--- config.mk ---
export PLATFORM = sky130hd
export DESIGN_NAME = fsp_control
export DESIGN_NICKNAME = d
export VERILOG_FILES = /design/src/core/fsp_pkg.sv /design/src/core/fsp_page_buffer.sv /design/src/core/fsp_control.sv
export VERILOG_INCLUDE_DIRS = /design/src /design/src/core
export SDC_FILE = /design/constraint.sdc
export NUM_CORES = 1
export LEC_CHECK = 0
export BUFFER_PORTS_ARGS = -buffer_cell sky130_fd_sc_hd__buf_2
export CAP_MARGIN = 20
export CORE_MARGIN = 5
export CORE_UTILIZATION = 66
export CTS_CLUSTER_SIZE = 30
export DETAILED_ROUTE_END_ITERATION = 10
export PLACE_DENSITY = 0.81
export SYNTH_ARGS = -nofsm -noshare
export SYNTH_HDL_FRONTEND = slang
export SYNTH_HIERARCHICAL = 1
export SYNTH_SLANG_ARGS = --single-unit
--- constraint.sdc ---
create_clock -name clk -period 5.5 [get_ports clk]
set_input_delay 0.825 -clock clk [delete_from_list [all_inputs] [get_ports clk]]
set_output_delay 0.825 -clock clk [all_outputs]
set_load 0.02 [all_outputs]
--- src/core/fsp_map.svh ---
/*
  Offsets, field positions, reset values and cycle counts of the flash
  self-programming control block.
  Assumes it is included by bare name from files under core/.
*/
`ifndef FSP_MAP_SVH
`define FSP_MAP_SVH

// ----------------------------------------------------------------------------
// Register map
// ----------------------------------------------------------------------------
`define FSP_CSR_OFFSET 6'h37
`define FSP_CSR_RESET 8'h00
`define FSP_BIT_IRQ_EN 7
`define FSP_BIT_BUSY 6
`define FSP_BIT_SIG_READ 5
`define FSP_BIT_REENABLE 4
`define FSP_BIT_LOCK_WRITE 3
`define FSP_BIT_PAGE_WRITE 2
`define FSP_BIT_PAGE_ERASE 1
`define FSP_BIT_PROG_EN 0

// ----------------------------------------------------------------------------
// Accepted low five bit command patterns
// ----------------------------------------------------------------------------
`define FSP_PAT_REENABLE 5'h11
`define FSP_PAT_LOCK 5'h09
`define FSP_PAT_PAGE_WRITE 5'h05
`define FSP_PAT_PAGE_ERASE 5'h03
`define FSP_PAT_FILL 5'h01

// ----------------------------------------------------------------------------
// Flash geometry (word addresses)
// ----------------------------------------------------------------------------
`define FSP_PAGE_WORDS 64
`define FSP_PROT_START 14'h3800
`define FSP_BOOT_START_256 14'h3f00
`define FSP_BOOT_START_512 14'h3e00
`define FSP_BOOT_START_1K 14'h3c00
`define FSP_BOOT_START_2K 14'h3800
`define FSP_ERASED_WORD 16'hffff
`define FSP_BOOT_LOCK_MASK 8'h3c
`define FSP_LOCK_RESET 8'hff
`define FSP_BLOCKED_BYTE 8'hff

// ----------------------------------------------------------------------------
// Timed windows, in clock cycles
// ----------------------------------------------------------------------------
`define FSP_SPM_WINDOW_CYC 3'h4
`define FSP_LDP_WINDOW_CYC 3'h3

`endif

--- src/core/fsp_pkg.sv ---
/*
  Types of the flash self-programming control block.
  Assumes nothing beyond a SystemVerilog compiler.
*/
package fsp_pkg;

  // --------------------------------------------------------------------------
  // Sequencer state, Gray coded along idle, armed, programming
  // --------------------------------------------------------------------------
  typedef enum logic [1:0] {
    FSP_IDLE  = 2'b00,
    FSP_ARMED = 2'b01,
    FSP_PROG  = 2'b11
  } fsp_state_t;

  // Index of each one-hot command flag held while armed
  typedef enum logic [1:0] {
    FSP_CMD_ERASE = 2'h0,
    FSP_CMD_WRITE = 2'h1,
    FSP_CMD_LOCK  = 2'h2,
    FSP_CMD_REEN  = 2'h3
  } fsp_cmd_idx_t;

endpackage : fsp_pkg

--- src/core/fsp_page_buffer.sv ---
/*
  Temporary page buffer: one page of sixteen-bit words with a loaded flag
  per word. Unloaded words read back as erased.
  Assumes one clock; the flash array reads it while a page write runs.
*/
`timescale 1ns/1ps
`include "fsp_map.svh"

module fsp_page_buffer
  import fsp_pkg::*;
(
  input wire logic clk,
  input wire logic rstn,
  input wire logic wrEn,
  input wire logic [5:0] wrIdx,
  input wire logic [15:0] wrData,
  input wire logic clear,
  input wire logic [5:0] rdIdx,
  output logic [15:0] rdData,
  output logic anyLoaded
);

  // --------------------------------------------------------------------------
  // Storage
  // --------------------------------------------------------------------------
  logic [15:0] mem [`FSP_PAGE_WORDS]; // One page of words [RULE_02]
  logic [`FSP_PAGE_WORDS-1:0] loaded_q; // Word holds fill data

  // Word storage; no reset needed, loaded flags guard it
  always_ff @(posedge clk)
  begin
    if (wrEn)
    begin
      mem[wrIdx] <= wrData;
    end
  end

  // Loaded flag per word; clear discards the whole page
  for (genvar i = 0; i < `FSP_PAGE_WORDS; i++)
  begin : g_loaded
    always_ff @(posedge clk)
    begin
      if (!rstn || clear)
      begin
        loaded_q[i] <= 1'b0;
      end
      else if (wrEn && (wrIdx == 6'(i)))
      begin
        loaded_q[i] <= 1'b1;
      end
    end
  end

  // Registered read port toward the flash array
  always_ff @(posedge clk)
  begin
    if (!rstn)
    begin
      rdData <= `FSP_ERASED_WORD;
    end
    else
    begin
      rdData <= loaded_q[rdIdx] ? mem[rdIdx] : `FSP_ERASED_WORD;
    end
  end

  assign anyLoaded = |loaded_q;

endmodule : fsp_page_buffer

--- src/core/fsp_control.sv ---
/*
  Flash self-programming control: control/status register, timed command
  windows, page buffer fill, page erase/write launch, region busy tracking,
  lock/fuse/signature reads and the ready interrupt request.
  Assumes the CPU core, the flash array and the fuses share clk.
*/
// Summary of operation
// RULE_01: Boot size code selects boot start address
// RULE_02: Pages hold 64 words; page-wide operations
// RULE_03: Region split at word address 0x3800
// RULE_04: Page from Z13:Z7, word from Z6:Z1
// RULE_05: Software keeps word index zero on write
// RULE_06: Z0 selects byte on program loads
// RULE_07: Ready request while enabled and idle
// RULE_08: Busy flag set, blocks concurrent region reads
// RULE_09: Busy clears on re-enable or buffer fill
// RULE_10: Signature read armed; store does nothing
// RULE_11: Re-enable region, refused while programming
// RULE_12: Re-enable write aborts buffer fill
// RULE_13: Store writes boot lock bits from R0
// RULE_14: Load returns lock or fuse bits
// RULE_15: Store programs addressed page from buffer
// RULE_16: Store erases addressed page
// RULE_17: CPU halted while programming protected region
// RULE_18: Plain enable store fills buffer word
// RULE_19: Enable opens four cycle store window
// RULE_20: Only five low-bit patterns are accepted
// RULE_21: Software runs one store operation at once
// RULE_22: Software waits EEPROM, masks interrupts
// RULE_23: Timeout clears all command bits together
`timescale 1ns/1ps
`include "fsp_map.svh"

module fsp_control
  import fsp_pkg::*;
(
  input wire logic clk,
  input wire logic rstn,
  input wire logic [5:0] regAddr,
  input wire logic regWrEn,
  input wire logic [7:0] regWrData,
  input wire logic regRdEn,
  output logic [7:0] regRdData,
  input wire logic spmExec,
  input wire logic ldpExec,
  input wire logic [15:0] zPointer,
  input wire logic [15:0] r1r0Word,
  output logic [7:0] ldpData,
  output logic ldpValid,
  input wire logic globalIrqEn,
  output logic readyIrq,
  input wire logic [1:0] bootSizeSel,
  output logic [13:0] bootStart,
  input wire logic [7:0] fuseBits,
  input wire logic [7:0] sigRowByte,
  input wire logic [15:0] flashRdWord,
  input wire logic [13:0] rdAddr,
  output logic rdBlocked,
  output logic cpuHalt,
  output logic flashOpStart,
  output logic flashOpErase,
  output logic [6:0] flashPage,
  input wire logic flashDone,
  input wire logic [5:0] bufRdIdx,
  output logic [15:0] bufRdData,
  output logic [7:0] lockBits
);

  // --------------------------------------------------------------------------
  // Declarations
  // --------------------------------------------------------------------------
  fsp_state_t state_q; // Sequencer state
  logic [2:0] winCnt_q; // Cycles left in the store window
  logic [3:0] cmd_q; // One-hot armed command
  logic sigRead_q; // Signature read armed
  logic irqEn_q; // Ready interrupt enable
  logic busy_q; // Concurrent region busy
  logic opProt_q; // Running operation targets protected region
  logic wrHit; // Write to the control register
  logic patOk; // Low five bits form a legal pattern
  logic armWr; // Accepted arming write
  logic spmAct; // Store instruction acted on this cycle
  logic opStart; // Page erase or write launches
  logic winEnd; // Window expires this cycle
  logic ldpWin; // Load window still open
  logic zInProt; // Pointer addresses protected region
  logic isFill; // Plain enable armed
  logic bufClear; // Discard page buffer
  logic bufLoaded; // Buffer holds fill data
  logic progEn; // Store-program-enable status bit

  // --------------------------------------------------------------------------
  // Decode
  // --------------------------------------------------------------------------
  // Register write decode and command filters
  always_comb
  begin
    wrHit = regWrEn && (regAddr == `FSP_CSR_OFFSET);
    patOk = (regWrData[4:0] == `FSP_PAT_REENABLE) ||
            (regWrData[4:0] == `FSP_PAT_LOCK) ||
            (regWrData[4:0] == `FSP_PAT_PAGE_WRITE) ||
            (regWrData[4:0] == `FSP_PAT_PAGE_ERASE) ||
            (regWrData[4:0] == `FSP_PAT_FILL); // [RULE_20]
    // Arming is refused while a page operation runs [RULE_11] [RULE_21]
    armWr = wrHit && patOk && (state_q != FSP_PROG);
    // An accepted arming write in the same cycle as a store wins; the store is dropped
    spmAct = spmExec && (state_q == FSP_ARMED) && !armWr;
    opStart = spmAct && (cmd_q[FSP_CMD_ERASE] || cmd_q[FSP_CMD_WRITE]);
    winEnd = (state_q == FSP_ARMED) && !armWr && !spmAct && (winCnt_q == 3'h1);
    ldpWin = (state_q == FSP_ARMED) &&
             (winCnt_q > (`FSP_SPM_WINDOW_CYC - `FSP_LDP_WINDOW_CYC));
    isFill = (cmd_q == 4'h0) && !sigRead_q;
    zInProt = zPointer[14:1] >= `FSP_PROT_START; // [RULE_03]
    progEn = state_q != FSP_IDLE;
  end

  // --------------------------------------------------------------------------
  // Sequencer
  // --------------------------------------------------------------------------
  // Idle, armed for a timed store, or waiting for the flash to finish
  always_ff @(posedge clk)
  begin
    if (!rstn)
    begin
      state_q <= FSP_IDLE;
    end
    else
    begin
      unique case (state_q)
        FSP_IDLE:
        begin
          if (armWr)
          begin
            state_q <= FSP_ARMED;
          end
        end
        FSP_ARMED:
        begin
          if (armWr)
          begin
            state_q <= FSP_ARMED; // Rewrite restarts the window
          end
          else if (opStart)
          begin
            state_q <= FSP_PROG; // Enable stays set while programming [RULE_19]
          end
          else if (spmAct || winEnd)
          begin
            state_q <= FSP_IDLE; // Done or timed out [RULE_19]
          end
        end
        FSP_PROG:
        begin
          if (flashDone)
          begin
            state_q <= FSP_IDLE;
          end
        end
        default:
        begin
          state_q <= FSP_IDLE; // Illegal code recovers to idle
        end
      endcase
    end
  end

  // Store window counter: four cycles after an accepted write
  always_ff @(posedge clk)
  begin
    if (!rstn)
    begin
      winCnt_q <= 3'h0;
    end
    else if (armWr)
    begin
      winCnt_q <= `FSP_SPM_WINDOW_CYC; // [RULE_19]
    end
    else if ((state_q == FSP_ARMED) && (winCnt_q != 3'h0))
    begin
      winCnt_q <= winCnt_q - 3'h1;
    end
    else
    begin
      winCnt_q <= 3'h0;
    end
  end

  // Armed command flags, all cleared together at timeout or completion
  always_ff @(posedge clk)
  begin
    if (!rstn)
    begin
      cmd_q <= 4'h0;
      sigRead_q <= 1'b0;
    end
    else if (armWr)
    begin
      cmd_q <= regWrData[4:1];
      sigRead_q <= regWrData[`FSP_BIT_SIG_READ] && (regWrData[4:0] == `FSP_PAT_FILL);
    end
    else if (winEnd || (spmAct && !opStart) || ((state_q == FSP_PROG) && flashDone))
    begin
      cmd_q <= 4'h0; // [RULE_23] [RULE_13] [RULE_15] [RULE_16]
      sigRead_q <= 1'b0;
    end
  end

  // --------------------------------------------------------------------------
  // Control and status register
  // --------------------------------------------------------------------------
  // Interrupt enable takes any write, legal pattern or not
  always_ff @(posedge clk)
  begin
    if (!rstn)
    begin
      irqEn_q <= 1'(`FSP_CSR_RESET >> `FSP_BIT_IRQ_EN);
    end
    else if (wrHit)
    begin
      irqEn_q <= regWrData[`FSP_BIT_IRQ_EN];
    end
  end

  // Read port; unmapped reads answer zero
  always_ff @(posedge clk)
  begin
    if (!rstn)
    begin
      regRdData <= `FSP_CSR_RESET;
    end
    else if (regRdEn && (regAddr == `FSP_CSR_OFFSET))
    begin
      regRdData <= {irqEn_q, busy_q, sigRead_q, cmd_q, progEn};
    end
    else
    begin
      regRdData <= 8'h00;
    end
  end

  // Ready request as long as enabled and no store is pending
  assign readyIrq = irqEn_q && globalIrqEn && !progEn; // [RULE_07]

  // --------------------------------------------------------------------------
  // Region busy, halt and read blocking
  // --------------------------------------------------------------------------
  // Busy sets on programming the concurrent region; fill or re-enable clear
  always_ff @(posedge clk)
  begin
    if (!rstn)
    begin
      busy_q <= 1'b0;
    end
    else if (opStart && !zInProt)
    begin
      busy_q <= 1'b1; // [RULE_08]
    end
    else if (spmAct && (cmd_q[FSP_CMD_REEN] || isFill))
    begin
      busy_q <= 1'b0; // [RULE_09] [RULE_11]
    end
  end

  assign rdBlocked = busy_q && (rdAddr < `FSP_PROT_START); // [RULE_08]
  assign cpuHalt = (state_q == FSP_PROG) && opProt_q; // [RULE_17]

  // --------------------------------------------------------------------------
  // Flash operation launch
  // --------------------------------------------------------------------------
  // Page address comes from the pointer high part; R1:R0 unused
  always_ff @(posedge clk)
  begin
    if (!rstn)
    begin
      flashOpStart <= 1'b0;
      flashOpErase <= 1'b0;
      flashPage <= 7'h00;
      opProt_q <= 1'b0;
    end
    else
    begin
      flashOpStart <= opStart; // [RULE_15] [RULE_16]
      if (opStart)
      begin
        flashOpErase <= cmd_q[FSP_CMD_ERASE];
        flashPage <= zPointer[13:7]; // [RULE_04] [RULE_02]
        opProt_q <= zInProt;
      end
    end
  end

  // --------------------------------------------------------------------------
  // Page buffer
  // --------------------------------------------------------------------------
  // Discard on re-enable during a fill, and after a page write completes
  assign bufClear = (armWr && (regWrData[4:0] == `FSP_PAT_REENABLE) && bufLoaded) ||
                    ((state_q == FSP_PROG) && flashDone && !flashOpErase); // [RULE_12]

  fsp_page_buffer u_buf (
    .clk(clk),
    .rstn(rstn),
    .wrEn(spmAct && isFill), // R1:R0 into word Z6:Z1, Z0 ignored [RULE_18] [RULE_04]
    .wrIdx(zPointer[6:1]),
    .wrData(r1r0Word),
    .clear(bufClear),
    .rdIdx(bufRdIdx),
    .rdData(bufRdData),
    .anyLoaded(bufLoaded)
  );

  // --------------------------------------------------------------------------
  // Lock bits and program loads
  // --------------------------------------------------------------------------
  // Only boot lock bits can be programmed, from R0
  always_ff @(posedge clk)
  begin
    if (!rstn)
    begin
      lockBits <= `FSP_LOCK_RESET;
    end
    else if (spmAct && cmd_q[FSP_CMD_LOCK])
    begin
      lockBits <= lockBits & (r1r0Word[7:0] | ~`FSP_BOOT_LOCK_MASK); // [RULE_13]
    end
  end

  // Load answers one cycle later; special sources inside the load window
  always_ff @(posedge clk)
  begin
    if (!rstn)
    begin
      ldpData <= 8'h00;
      ldpValid <= 1'b0;
    end
    else
    begin
      ldpValid <= ldpExec;
      if (ldpExec)
      begin
        if (ldpWin && sigRead_q)
        begin
          ldpData <= sigRowByte; // [RULE_10]
        end
        else if (ldpWin && cmd_q[FSP_CMD_LOCK])
        begin
          ldpData <= zPointer[0] ? fuseBits : lockBits; // [RULE_14]
        end
        else if (busy_q && (zPointer[14:1] < `FSP_PROT_START))
        begin
          ldpData <= `FSP_BLOCKED_BYTE; // [RULE_08]
        end
        else
        begin
          ldpData <= zPointer[0] ? flashRdWord[15:8] : flashRdWord[7:0]; // [RULE_06]
        end
      end
    end
  end

  // Boot section start from the size code
  always_ff @(posedge clk)
  begin
    if (!rstn)
    begin
      bootStart <= `FSP_BOOT_START_2K;
    end
    else
    begin
      unique case (bootSizeSel)
        2'b11: bootStart <= `FSP_BOOT_START_256; // [RULE_01]
        2'b10: bootStart <= `FSP_BOOT_START_512;
        2'b01: bootStart <= `FSP_BOOT_START_1K;
        2'b00: bootStart <= `FSP_BOOT_START_2K;
      endcase
    end
  end
endmodule : fsp_control

* Word-level counts from Yosys, hierarchy flattened
Memory sizes are Yosys's and may differ from the RTL's. A register that Yosys moved wholly into a read port is not among the register bits.
Index checks and enable logic that the tools add are counted.
** Operators by class
- Reduce and logical (&&, ||, !) cells :: 127
- Add/sub/neg operators :: 1
- Mux-type cells :: 24
- Eq/ne operators :: 79
- Bitwise gates (word level) :: 3
- $lt $le $gt $ge :: 5
** Operators with widths (count)
- $eq A6 B6 Y1 const B :: 33
- $eq A6 B5 Y1 const B :: 16
- $logic_and A1 B1 Y1 :: 94
- $reduce_or A64 Y1 :: 1
- $pmux W14 S4 :: 1
- $eq A6 B4 Y1 const B :: 8
- $mux W8 :: 5
- $lt A14 B14 Y1 const B :: 2
- $eq A6 B3 Y1 const B :: 4
- $ge A14 B14 Y1 const B :: 1
- $eq A6 B2 Y1 const B :: 2
- $logic_or A1 B1 Y1 :: 11
- $mux W2 :: 5
- $logic_not A1 Y1 :: 9
- $and A8 B8 Y8 :: 1
- $mux W4 :: 2
- $lt A6 B7 Y1 const B :: 1
- $mux W1 :: 7
- $bmux W1 S6 :: 1
- $eq A2 B2 Y1 const B :: 3
- $eq A6 B1 Y1 const B :: 1
- $logic_not A6 Y1 :: 1
- $mux W3 :: 2
- $ne A2 B2 Y1 const B :: 3
- other kinds (19) :: 25
** Word-level totals
- Memories kept :: 1
- RAM bits :: 1024
- Output and inout bits :: 67
- Bits in registers :: 125
- Word-level logic and storage cells :: 320
** Memories
- u_buf.mem :: words 64, bits a word 16, read ports 1, clocked after Yosys merged registers in 1, wr ports 1, line fsp_page_buffer.sv:26 : logic [15:0] mem [`FSP_PAGE_WORDS];

* Logic depth before layout (Yosys ltp)
- Word-level depth :: 17
- Depth in mapped cells :: 10

* By module
The synthesis kept the hierarchy.
** Modules (own cells, without submodules)
- fsp_page_buffer :: cells each 1942, area an instance 41926.5 sq um, sequential area each 32351.0 sq um, instances 1
- fsp_control :: cells each 280, area an instance 2339.7 sq um, sequential area each 920.9 sq um, instances 1

* Worst setup path before layout
Ideal clock, no wire load.
- Path kind :: input-to-reg
- From :: input port regWrData[4]
- To :: memory u_buf.mem[40][0] (enable)
- Library setup time :: 0.412 ns
- Arrival :: 3.475 ns
- Stages :: 8
- Path buffers :: 1
- Slack :: 1.614 ns
- Cell sequence :: nand2_1 > a22oi_1 > o21ai_0 > nor3_1 > clkbuf_1 > nand3b_1 > or3_1 > nor3_1
** Between the ends
- Cells in the longest elaborated chain, start to end :: 12
** RTL lines
- from (decl) :: line fsp_control.sv:41 : input wire logic [7:0] regWrData,
- $eq A5 B5 Y1 (no source line) or $eq A5 B4 Y1 (tied branches)
- $logic_or A1 B1 Y1 (3 in a row) :: line fsp_control.sv:99 : patOk = (regWrData[4:0] == `FSP_PAT_REENABLE) ||
- $logic_or A1 B1 Y1 (*) :: line fsp_control.sv:99
- $logic_and A1 B1 Y1 (*) (2 in a row) :: line fsp_control.sv:105 : armWr = wrHit && patOk && (state_q != FSP_PROG);
- $logic_not A1 Y1 (*) :: line fsp_control.sv:107 : spmAct = spmExec && (state_q == FSP_ARMED) && !armWr;
- $logic_and A1 B1 Y1 (*) :: line fsp_control.sv:107
- $logic_and A1 B1 Y1 (*) :: line fsp_control.sv:302 : .wrEn(spmAct && isFill),
- $mux W1 (*) :: line fsp_page_buffer.sv:32 : if (wrEn)
- $mux W1 (not written as such) (*) :: line fsp_page_buffer.sv:34 : mem[wrIdx] <= wrData;
- to (decl) :: line fsp_page_buffer.sv:26
Mark *: on every way between the ends. The rest lies on a longest branch, timed or not.

* Worst setup path after layout
- From :: register state_q[0]
- To :: memory u_buf.mem[43][12] (enable)
** Between the ends
- Cells in the longest elaborated chain, start to end :: 7
** RTL lines
- from (decl) :: line fsp_control.sv:72 : fsp_state_t state_q;
- from (signal assigned) :: line fsp_control.sv:125 : state_q <= FSP_IDLE;
- from (signal assigned) :: line fsp_control.sv:134 : state_q <= FSP_ARMED;
- from (signal assigned) :: line fsp_control.sv:141 : state_q <= FSP_ARMED;
- $ne A2 B2 Y1 :: line fsp_control.sv:105
- $logic_and A1 B1 Y1 :: line fsp_control.sv:105
- $logic_not A1 Y1 :: line fsp_control.sv:107
- $logic_and A1 B1 Y1 (*) :: line fsp_control.sv:107
- $logic_and A1 B1 Y1 (*) :: line fsp_control.sv:302
- $mux W1 (*) :: line fsp_page_buffer.sv:32
- $mux W1 (not written as such) (*) :: line fsp_page_buffer.sv:34
Marks and branches as above.

==> summary.txt <==
Yosys cell types = 61
Post-CTS Setup Inserts = 0
First-pass GRT wire length = 159000 um
Top cells by area, synth = edfxtp_1, mux4_2, dfxtp_1, a22oi_1, o21a_1
Top delay family on crit path = simple AND/OR/NAND/NOR gates
Setup TNS = 0 ns
Avg Inst Size Synth = 19.9 um2
Cell taking the most area after synthesis = edfxtp_1
DP Area = 46200 um2
Slew Limit Headroom = 25.7%
CP Depth = 9
Crit path kind = reg2reg
Layout cell share with drive strength beyond 1 = 28.4%
Remaining global-route overflow = 0
Avg WL per Cell = 32.0 um
Hold-fix buffers, CTS = 0
Leading cell types in the layout, fill and taps excluded = edfxtp_1, mux4_2, a22oi_1, buf_2, dfxtp_1
CP Launch Point = state_q[0]
Crit path time final = 3.43 ns
Status = finished clean
Fill cells = 3615
Startpoint Class = flop
Final number of hold-violating endpoints = 0
Placed insts = 3206
Row count = 95
Worst IR Drop VDD = 418 uV
MaxCap Viol Count = 0
Vias post-DR = 23900
CP max-delay cell = dfxtp_1
Ys async rst share = 0%
Fmax = 291 MHz
Share of the synthesized area in the top cell type = 69.5%
Number of global-route vias before repair = 24300
Bufs on Longest Clock Path = 3
1st-iter DRT viols = 3589
CTS Buf Count = 108
Worst hold path class = in2reg
Non-filler cells, final = 3425
Final WS setup = 2.07 ns
Via density = 6.97
Synth-to-Final Area Change = 13.1%
Number of antenna violations at the first check in global routing = 13
GRT Total Usage = 30.4%
Most frequent CP cell = buf_4
Pin count of the biggest net entering global routing = 81
RR Startpoint = state_q[0]
Pleak = 16.4 nW
Warnings, synthesis = 6
Yosys reg bits = 1150
CTS tree = yes
Top FF cell, synth = edfxtp_1
Clock tree sinks = 1150
Worst path bufs/invs = 2
Final wirelength = 110000 um
Nets = 2568
Final period util = 62.4%
Design area = 50100 um2
CORE AREA = 66800 um2
End point of the critical path = u_buf/mem[43][12]
Most common cell after layout, fill and taps aside = edfxtp_1
Remaining DRCs = 0
Worst slack at placement = 1.74 ns
Reg2reg end = u_buf/mem[43][12]
Sequential area share after synthesis = 75.2%
Die height = 269 um
Worst slew pin tran = 1.11 ns
Mapped Area = 44300 um2
Die Area = 72400 um2
Pwr dens = 357 nW/um2
CP Max Fanout = 17
R2R cell count = 9
PostCTS Resize Cnt = 0
Crit path arrival time = 3.76 ns
H-tree lvl count = 3
Number of port buffers = 146
Root buffer cell = clkbuf_16
Worst R2R Setup Slack = 2.07 ns
Required @ worst endpoint = 5.82 ns
Cell Chain, Critical Path = nor2b_4 > and2_2 > o21ai_0 > nor3_1 > buf_4 > nand3b_1 > or3_1 > nor2_2 > buf_4
DRT antenna net count = 0
Final setup viols = 0
Post-DP HPWL = 59800 um
EDFF count, synth = 1024
RSZ-0062 raised after global routing = no
Syn Inst Count = 2222
Worst path max stage delay = 0.57 ns
Io pins = 175
Max-slew violations = 0
Worst-path clk slew = 0.06 ns
Setup Skew = 0.0180 ns
Drt pass-1 iters = 6
Crit path capture type = flop
Worst skew pair latency = 0.67 ns
Gpl congestion = 0.966
Initial Util = 66.3%
Die Wd = 269 um
-- stage by stage --
stage                     hold slack, ns  util, %  power (W)
after floorplan                    0.429        -     0.0102
after global placement             0.442     69.1     0.0105
after detailed placement           0.448     69.2     0.0105
after CTS                          0.359     74.5     0.0179
after global routing               0.370     74.9     0.0184
final                              0.388     74.9     0.0179
-- cell usage after synthesis (4+ instances only) --
cell type	count
edfxtp_1	1024
mux4_2	264
a22oi_1	163
dfxtp_1	126
nand2_1	117
nor2_1	83
o21a_1	66
clkbuf_1	55
buf_2	36
nand3_1	32
o21ai_0	27
buf_4	21
buf_6	20
nor4_1	17
mux2i_1	16
inv_1	14
and2_1	13
nor2b_1	9
mux4_1	8
nand2b_1	8
nor3_1	8
o22ai_1	8
a21oi_1	7
nand4_1	7
a22o_1	6
a31oi_1	5
or3_1	5
a32o_1	4
and3_1	4
mux2_2	4
-- worst register-to-register path: stages (launching register included) --
cell,delay [ns]
dfxtp_1,0.57
nor2b_4,0.31
and2_2,0.18
o21ai_0,0.16
nor3_1,0.22
buf_4,0.22
nand3b_1,0.37
or3_1,0.55
nor2_2,0.15
buf_4,0.35
-- report_power, final --
group / internal (W) / leakage, nW / switching, W
clock network: 0.00434 / 1.75 / 0.00315
registers: 0.00951 / 10.2 / 0.00000936
logic: 0.000307 / 4.46 / 0.000548
-- routing by layer --
| metal | GRT usage (%) | up-vias | wire length, um |
|---|---|---|---|
| li1 | - | 9632 | - |
| met1 | 41.9 | 12300 | 37900 |
| met2 | 48.9 | 1624 | 54400 |
| met3 | 7.63 | 295 | 13200 |
| met4 | 10.9 | 10 | 4210 |
| met5 | 0 | - | 55 |
-- kinds of logic (layout without fill, tap and decap cells) --
family | Yosys count | count (layout) | share of synthesized area (%)
buffers and inverters | 153 | 465 | 1.99
flip-flops | 1150 | 1150 | 75.2
AND/OR/NAND/NOR | 318 | 318 | 3.31
multiplexers | 292 | 292 | 14.4
adder cells (fa/ha/maj) | 3 | 3 | 0.0848
AO/OA/AOI/OAI | 304 | 304 | 5.06
other | 2 | 20 | 0.0170
-- state kept, by name (all words and copies together), names as in the netlist, 2 cells and up --
name            cells
regRdData           8
bootStart           3
lockBits            4
state_q             2
u_buf/loaded_q     64
winCnt_q            3
ldpData             8
cmd_q               4
u_buf/rdData       16
flashPage           7
u_buf/mem        1024
-- area by class of cell --
class / instances / area (um2) / area share (%)
diodes: 5 / 12.5 / 0.0250
clock buffers: 139 / 2940 / 5.88
clock inverters: 61 / 631 / 1.26
inverters: 14 / 52.6 / 0.105
multi-input cells: 932 / 10300 / 20.5
flip-flops and latches: 1150 / 33300 / 66.5
well taps: 873 / 1090 / 2.18
repair buffers: 251 / 1800 / 3.59
-- worst min path at each step --
stage | start | endpoint | slack, ns | cells after the start
3_5_place_dp | flashPage[3] | flashPage[3] | 0.45 | 2
6_report | bootSizeSel[0] | bootStart[10] | 0.39 | 3
5_1_grt | zPointer[10] | flashPage[3] | 0.37 | 3
4_1_cts | bootSizeSel[0] | bootStart[10] | 0.36 | 3
3_3_place_gp | winCnt_q[0] | winCnt_q[0] | 0.44 | 1
2_1_floorplan | winCnt_q[0] | winCnt_q[0] | 0.43 | 1
No activity file was read; power rests on OpenSTA's default activity.
